### src/shared/pdtub_pkg.sv
package pdtub_pkg;
   // ***************************************
   // register map
   // ***************************************
   localparam int ADDR_W = 10;
   localparam logic [ADDR_W-1:0] DTU_BASE_ADDR = 10'h21c;
   localparam logic [ADDR_W-1:0] DTU_STRIDE = 10'h020;
   localparam logic [ADDR_W-1:0] STATUS_ADDR = 10'h2f0;
   localparam logic [31:0] DTU_RESET = 32'h00000000;
   localparam logic [3:0] FULL_WORD_LANES = 4'hf;

   // ***************************************
   // field layout of the update register
   // ***************************************
   localparam int DT_W = 12;
   localparam int LOW_FIELD_LSB = 16;
   localparam int HIGH_FIELD_LSB = 0;
   localparam logic [DT_W-1:0] DT_RESET = 12'h000;

   // ***************************************
   // status register layout
   // ***************************************
   localparam int STAT_SW_BIT = 16;
   localparam int STAT_HW_BIT = 17;

   // bus answer sequencer
   typedef enum logic [0:0] {BUS_IDLE, BUS_ANSWER} pdtub_bus_state_t;
endpackage

### src/shared/pdtub_chan_if.sv
`timescale 1ns/1ps
`default_nettype none
// carries one channel's write strobe, period boundary and active values
interface pdtub_chan_if #(parameter int DT_W = 12);
   logic wrStrobe;
   logic [DT_W-1:0] wrHigh;
   logic [DT_W-1:0] wrLow;
   logic periodStart;
   logic [DT_W-1:0] activeHigh;
   logic [DT_W-1:0] activeLow;
   logic pending;

   modport ctrl (output wrStrobe, output wrHigh, output wrLow, output periodStart,
                 input activeHigh, input activeLow, input pending);
   modport chan (input wrStrobe, input wrHigh, input wrLow, input periodStart,
                 output activeHigh, output activeLow, output pending);
endinterface
`default_nettype wire

### src/hdl/pdtub_channel_buffer.sv
`timescale 1ns/1ps
`default_nettype none
module pdtub_channel_buffer
   import pdtub_pkg::*;
(
   // clock, reset, enable
   input wire logic clk_sys,
   input wire logic rst,
   input wire logic ce,
   // channel link to the register side
   pdtub_chan_if.chan ch
);
   import pdtub_pkg::*;

   logic [DT_W-1:0] shadowHigh;
   logic [DT_W-1:0] shadowLow;
   logic [DT_W-1:0] activeHigh;
   logic [DT_W-1:0] activeLow;
   logic pending;
   logic [DT_W-1:0] next_shadowHigh;
   logic [DT_W-1:0] next_shadowLow;
   logic [DT_W-1:0] next_activeHigh;
   logic [DT_W-1:0] next_activeLow;
   logic next_pending;

   // ***************************************
   // shadow and active next values
   // ***************************************
   // both shadow halves are written by the same strobe so a boundary never mixes two writes
   always_comb
   begin
      next_shadowHigh = shadowHigh;
      next_shadowLow = shadowLow;
      next_activeHigh = activeHigh;
      next_activeLow = activeLow;
      next_pending = pending;
      if (ch.periodStart && pending)
      begin
         next_activeHigh = shadowHigh; // RULE_03 RULE_09
         next_activeLow = shadowLow; // RULE_03 RULE_09
         next_pending = 1'b0;
      end
      // a write in the boundary cycle stays pending: set wins over clear
      if (ch.wrStrobe)
      begin
         next_shadowHigh = ch.wrHigh; // RULE_02
         next_shadowLow = ch.wrLow; // RULE_02
         next_pending = 1'b1;
      end
   end

   // register stage, frozen while the enable is low
   always_ff @(posedge clk_sys)
   begin
      if (rst)
      begin
         shadowHigh <= DT_RESET;
         shadowLow <= DT_RESET;
         activeHigh <= DT_RESET;
         activeLow <= DT_RESET;
         pending <= 1'b0;
      end
      else if (ce)
      begin
         shadowHigh <= next_shadowHigh;
         shadowLow <= next_shadowLow;
         activeHigh <= next_activeHigh;
         activeLow <= next_activeLow;
         pending <= next_pending;
      end
   end

   assign ch.activeHigh = activeHigh;
   assign ch.activeLow = activeLow;
   assign ch.pending = pending;
endmodule // pdtub_channel_buffer
`default_nettype wire

### src/hdl/pdtub_dead_time_buffer.sv
// The implementer's own choice: the Avalon-MM slave port.
`timescale 1ns/1ps
`default_nettype none
// Functional notes
// [RULE_01] writes to an update register are ignored while either protect-group-four flag is set.
// [RULE_02] written values sit in a shadow buffer and leave the running period's active values alone.
// [RULE_03] buffered values move to the active settings only at the start of the channel's next period.
// [RULE_04] only the low twelve bits of each sixteen-bit field are used; the upper four are ignored.
// [RULE_05] the low-side update value comes from bits 31 to 16.
// [RULE_06] the high-side update value comes from bits 15 to 0.
// [RULE_07] software keeps the low-side value between zero and the channel duty value.
// [RULE_08] software keeps the high-side value between zero and period minus duty.
// [RULE_09] high and low buffered values load together at the same boundary.
module pdtub_dead_time_buffer
   import pdtub_pkg::*;
#(
   parameter int NUM_CH = 4
)
(
   // clock, reset, enable
   input wire logic clk_sys,
   input wire logic rst,
   input wire logic ce,
   // avalon-mm slave
   input wire logic [pdtub_pkg::ADDR_W-1:0] avs_address,
   input wire logic avs_read,
   input wire logic avs_write,
   input wire logic [31:0] avs_writedata,
   input wire logic [3:0] avs_byteenable,
   output logic [31:0] avs_readdata,
   output logic avs_waitrequest,
   // write protection status, same clock
   input wire logic swProtectGroup4Flag,
   input wire logic hwProtectGroup4Flag,
   // channel counter side
   input wire logic [NUM_CH-1:0] periodStart,
   output logic [NUM_CH*pdtub_pkg::DT_W-1:0] highSideDeadTimeActive,
   output logic [NUM_CH*pdtub_pkg::DT_W-1:0] lowSideDeadTimeActive,
   output logic [NUM_CH-1:0] updatePending
);
   import pdtub_pkg::*;

   pdtub_bus_state_t busState;
   pdtub_bus_state_t next_busState;
   logic [31:0] readData;
   logic [31:0] next_readData;
   logic busReq;
   logic busAccept;
   logic writeAllowed;
   logic [NUM_CH-1:0] chanHit;
   logic [NUM_CH-1:0] chanStrobe;
   logic [31:0] statusWord;
   logic [DT_W-1:0] fieldHigh;
   logic [DT_W-1:0] fieldLow;

   pdtub_chan_if #(.DT_W(DT_W)) chIf [NUM_CH] ();

   // ***************************************
   // bus handshake
   // ***************************************
   // one wait cycle: read data is prepared in the request cycle, so it is
   // a flop output by the time waitrequest drops
   assign busReq = avs_read || avs_write;
   assign busAccept = busReq && (busState == BUS_ANSWER) && ce;
   assign avs_waitrequest = busReq && !busAccept;
   assign avs_readdata = readData;

   always_comb
   begin
      next_busState = busState;
      case (busState)
         BUS_IDLE:
         begin
            if (busReq)
            begin
               next_busState = BUS_ANSWER;
            end
         end
         BUS_ANSWER:
         begin
            next_busState = BUS_IDLE;
         end
         default:
         begin
            next_busState = BUS_IDLE;
         end
      endcase
   end

   // ***************************************
   // read path
   // ***************************************
   // update registers are write-only and read as zero, like unmapped space
   always_comb
   begin
      statusWord = 32'h00000000;
      statusWord[NUM_CH-1:0] = updatePending;
      statusWord[STAT_SW_BIT] = swProtectGroup4Flag;
      statusWord[STAT_HW_BIT] = hwProtectGroup4Flag;
      next_readData = readData;
      if ((busState == BUS_IDLE) && avs_read)
      begin
         next_readData = (avs_address == STATUS_ADDR) ? statusWord : 32'h00000000;
      end
   end

   always_ff @(posedge clk_sys)
   begin
      if (rst)
      begin
         busState <= BUS_IDLE;
         readData <= DTU_RESET;
      end
      else if (ce)
      begin
         busState <= next_busState;
         readData <= next_readData;
      end
   end

   // ***************************************
   // write decode
   // ***************************************
   // partial-lane writes are dropped: a half-written pair could skew the two sides
   assign writeAllowed = busAccept && avs_write && (avs_byteenable == FULL_WORD_LANES)
      && !swProtectGroup4Flag && !hwProtectGroup4Flag; // RULE_01
   assign fieldLow = avs_writedata[LOW_FIELD_LSB +: DT_W]; // RULE_04 RULE_05
   assign fieldHigh = avs_writedata[HIGH_FIELD_LSB +: DT_W]; // RULE_04 RULE_06

   // ***************************************
   // per-channel buffers
   // ***************************************
   genvar gi;
   generate
      for (gi = 0; gi < NUM_CH; gi++)
      begin : g_chan
         assign chanHit[gi] = (avs_address == ADDR_W'(DTU_BASE_ADDR + gi * DTU_STRIDE));
         assign chanStrobe[gi] = writeAllowed && chanHit[gi]; // RULE_01
         assign chIf[gi].wrStrobe = chanStrobe[gi];
         assign chIf[gi].wrHigh = fieldHigh;
         assign chIf[gi].wrLow = fieldLow;
         // counter boundary arrives on this clock, so no synchroniser
         assign chIf[gi].periodStart = periodStart[gi];
         assign highSideDeadTimeActive[gi*DT_W +: DT_W] = chIf[gi].activeHigh;
         assign lowSideDeadTimeActive[gi*DT_W +: DT_W] = chIf[gi].activeLow;
         assign updatePending[gi] = chIf[gi].pending;

         pdtub_channel_buffer u_buf
         (
            .clk_sys(clk_sys),
            .rst(rst),
            .ce(ce),
            .ch(chIf[gi])
         );
      end
   endgenerate

   // ***************************************
   // per-channel bookkeeping checks
   // ***************************************
   // software polls the pending flag, so it must track the shadow exactly
   generate
      for (gi = 0; gi < NUM_CH; gi++)
      begin : g_chk

      end
   endgenerate
endmodule // pdtub_dead_time_buffer
`default_nettype wire

### config.mk
export PLATFORM = sky130hd
export DESIGN_NAME = pdtub_dead_time_buffer
export DESIGN_NICKNAME = d
export VERILOG_FILES = /design/src/shared/pdtub_pkg.sv /design/src/shared/pdtub_chan_if.sv /design/src/hdl/pdtub_channel_buffer.sv /design/src/hdl/pdtub_dead_time_buffer.sv
export SDC_FILE = /design/constraint.sdc
export NUM_CORES = 1
export LEC_CHECK = 0
export BUFFER_PORTS_ARGS = -buffer_cell sky130_fd_sc_hd__buf_2
export CORE_UTILIZATION = 45
export DETAILED_ROUTE_END_ITERATION = 7
export PLACE_DENSITY = 0.72
export SLEW_MARGIN = 20
export SYNTH_ARGS = -nofsm -noshare
export SYNTH_HDL_FRONTEND = slang
export SYNTH_SLANG_ARGS = --single-unit
### constraint.sdc
create_clock -name clk_sys -period 1.5 [get_ports clk_sys]
set_input_delay 0.15 -clock clk_sys [delete_from_list [all_inputs] [get_ports clk_sys]]
set_output_delay 0.15 -clock clk_sys [all_outputs]
set_load 0.01 [all_outputs]
==> impl_metrics.env <==
export IMPL_holdPathStages=3
export IMPL_syn_avg_cell_area_um2=9.41
export IMPL_synth_area_um2=7890
export IMPL_r2r_start="busState"
export IMPL_port_buffers=155
export IMPL_track_usage_pct=20.4
export IMPL_cts_clk_slew_worst_paths_ps=60
export IMPL_worstPathMaxFanout=25
export IMPL_drtPass1Iterations=4
export IMPL_cts_buffers=22
export IMPL_area_growth_pct=24.2
export IMPL_r2r_end="g_chan[3].u_buf.shadowLow[10]"
export IMPL_worstPathRequired_ps=1860
export IMPL_grt_first_pass_wirelength_mm=29.2
export IMPL_drc_errors=0
export IMPL_reg2reg_depth=6
export IMPL_fin_crit_ps=1480
export IMPL_hold_viol_final=0
export IMPL_syn_instance_count=838
export IMPL_cts_sinks=203
export IMPL_wl_per_cell_um=15.5
export IMPL_vias_per_cell=4.89
export IMPL_tns_ps=0
export IMPL_hold_path_class="in2reg"
export IMPL_clock_latency_ps=490
export IMPL_post_dp_hpwl_mm=12.4
export IMPL_yosys_top_cells_count="dfxtp_1, nand2_1, nand2b_1, a21oi_1, mux2i_1"
export IMPL_max_cap_violations=0
export IMPL_overflow=0
export IMPL_hold_ws_ps=6.37
export IMPL_status="completed"
export IMPL_place_area_um2=8930
export IMPL_coreArea_um2=17200
export IMPL_cts_htree_levels=1
export IMPL_rows=48
export IMPL_crit_type="in2reg"
export IMPL_clockBufferDepth=3
export IMPL_dr_total_vias=6033
export IMPL_fp_dieW_um=134
export IMPL_gp_congestion=0.757
export IMPL_grt_setup_unrepaired="yes"
export IMPL_yosysUniqueCellTypes=34
export IMPL_irDropWorstVdd_mv=0.752
export IMPL_min_to="busState"
export IMPL_yosys_cell_count_top_type="dfxtp_1"
export IMPL_cts_root_buf="clkbuf_16"
export IMPL_skew_ps=6.67
export IMPL_fmax_ghz=0.676
export IMPL_die_h_um=134
export IMPL_wl_mm=19.1
export IMPL_layout_drive_gt1_share_pct=23.6
export IMPL_fin_crit_sh_pct=98.6
export IMPL_async_flop_share_pct=0
export IMPL_drt_iter0_drc=335
export IMPL_grt_pass1_vias=5744
export IMPL_ys_seq_area_share_pct=51.5
export IMPL_start_kind="input port"
export IMPL_power_w=0.0111
export IMPL_antenna_found_initial=0
export IMPL_ant_nets=0
export IMPL_synth_edf_count=0
export IMPL_dieArea_um2=18100
export IMPL_finalSetupViolCount=0
export IMPL_ys_warn_count=0
export IMPL_yosysTopAreaCell="dfxtp_1"
export IMPL_antenna_diode_count=0
export IMPL_synth_area_top_cells="dfxtp_1, mux2i_1, nand2_1, nand2b_1, a21oi_1"
export IMPL_pre_cts_slack_ps=-15.3
export IMPL_ys_seq_elements=203
export IMPL_final_area_um2=9790
export IMPL_grt_max_degree=72
export IMPL_cts_tree="yes"
export IMPL_cp_end_kind="register"
export IMPL_hold_path_startpoint="avs_write"
export IMPL_initial_core_util_pct=45.9
export IMPL_finalMaxSlewViolations=0
export IMPL_fillers=1516
export IMPL_p_leak_nw=4.39
export IMPL_r2r_slack_ps=30
export IMPL_synth_top_area_share_pct=51.5
export IMPL_cp_arrival_ps=1840
export IMPL_powerDensity_nw_per_um2=1140
export IMPL_worst_slack_ps=20.3
export IMPL_synth_flop_cell="dfxtp_1"
export IMPL_fin_nets=1051
export IMPL_pin_count=190
-- area by class of cell --
| type | instances | area, µm² | share of cell area [%] |
|---|---|---|---|
| flip-flops and latches | 203 | 4070 | 41.5 |
| multi-input cells | 575 | 3400 | 34.7 |
| repair buffers | 192 | 1310 | 13.4 |
| clock buffers | 34 | 697 | 7.12 |
| well taps | 225 | 282 | 2.88 |
| clock inverters | 5 | 38.8 | 0.396 |
-- flip-flops by register name (all words and copies together), names as in the netlist --
signal and flops:
avs_readdata 6, busState 1, g_chan.u_buf.ch.activeHigh 48, g_chan.u_buf.ch.activeLow 48, g_chan.u_buf.ch.pending 4, g_chan.u_buf.shadowHigh 48
g_chan.u_buf.shadowLow 48
-- worst max-delay path: stages --
cell and delay [ps]:
dlygate4sd3_1 540, buf_2 150, nor4_4 330, buf_4 200, nand4_4 120, buf_12 200, mux2i_1 140
-- how the worst max path moves through the flow --
stage,startpoint,end,slack (ps),cells after the start
floorplan,busState,g_chan[1].u_buf.shadowHigh[10],-3,6
global placement,avs_address[0],g_chan[2].u_buf.shadowLow[3],6,6
detailed placement,avs_address[0],g_chan[2].u_buf.shadowLow[4],-20,6
CTS,busState,g_chan[3].u_buf.shadowLow[10],20,6
global route,busState,g_chan[3].u_buf.shadowHigh[4],-50,6
finish,swProtectGroup4Flag,g_chan[3].u_buf.shadowLow[10],20,7
-- per-layer routing --
layer	track usage [%]	part of all wire (%)	vias to the layer above
li1	-	-	2992
met1	26.5	45	2830
met4	5.06	1.7	0
met5	0	0	-
met3	4.76	7.3	30
met2	34.0	46	181
-- repair_timing --
action / in CTS / in global routing
setup buffers: 0 / 2
resized for setup: 0 / 2
setup endpoints to repair: 0 / 50
hold buffers: 3 / 0
hold endpoints to repair: 11 / 0
-- report_power, final --
group	switching, W	internal [W]
Sequential	0.00000145	0.00539
Clock	0.00216	0.00320
Combinational	0.000227	0.000147
-- cells in the final DEF (no fill, tap or decap), types with 4 or more instances in the layout --
cell type	count
a21oi_1	101
a22o_1	5
and3_1	4
buf_12	15
buf_2	154
buf_4	16
clkbuf_16	26
clkbuf_8	8
conb_1	26
dfxtp_1	202
mux2i_1	95
nand2_1	197
nand2b_1	109
nand3_1	6
or2b_1	12
-- metrics by stage --
stage          utilization, %  cells
2_1_floorplan               -    863
3_3_place_gp             52.0   1187
3_5_place_dp             52.0   1187
4_1_cts                  56.4   1229
5_1_grt                  57.0   1234
6_report                 57.0   1234
-- cell families after synthesis --
group / count (synthesis) / synth area share [%]
mux: 96 / 12.2
other cells: 1 / 0.0476
flops: 203 / 51.5
buf+inv: 85 / 6.71
compound gates: 110 / 7.32
simple gates: 343 / 22.2
Power figures use the tool's default switching activity.
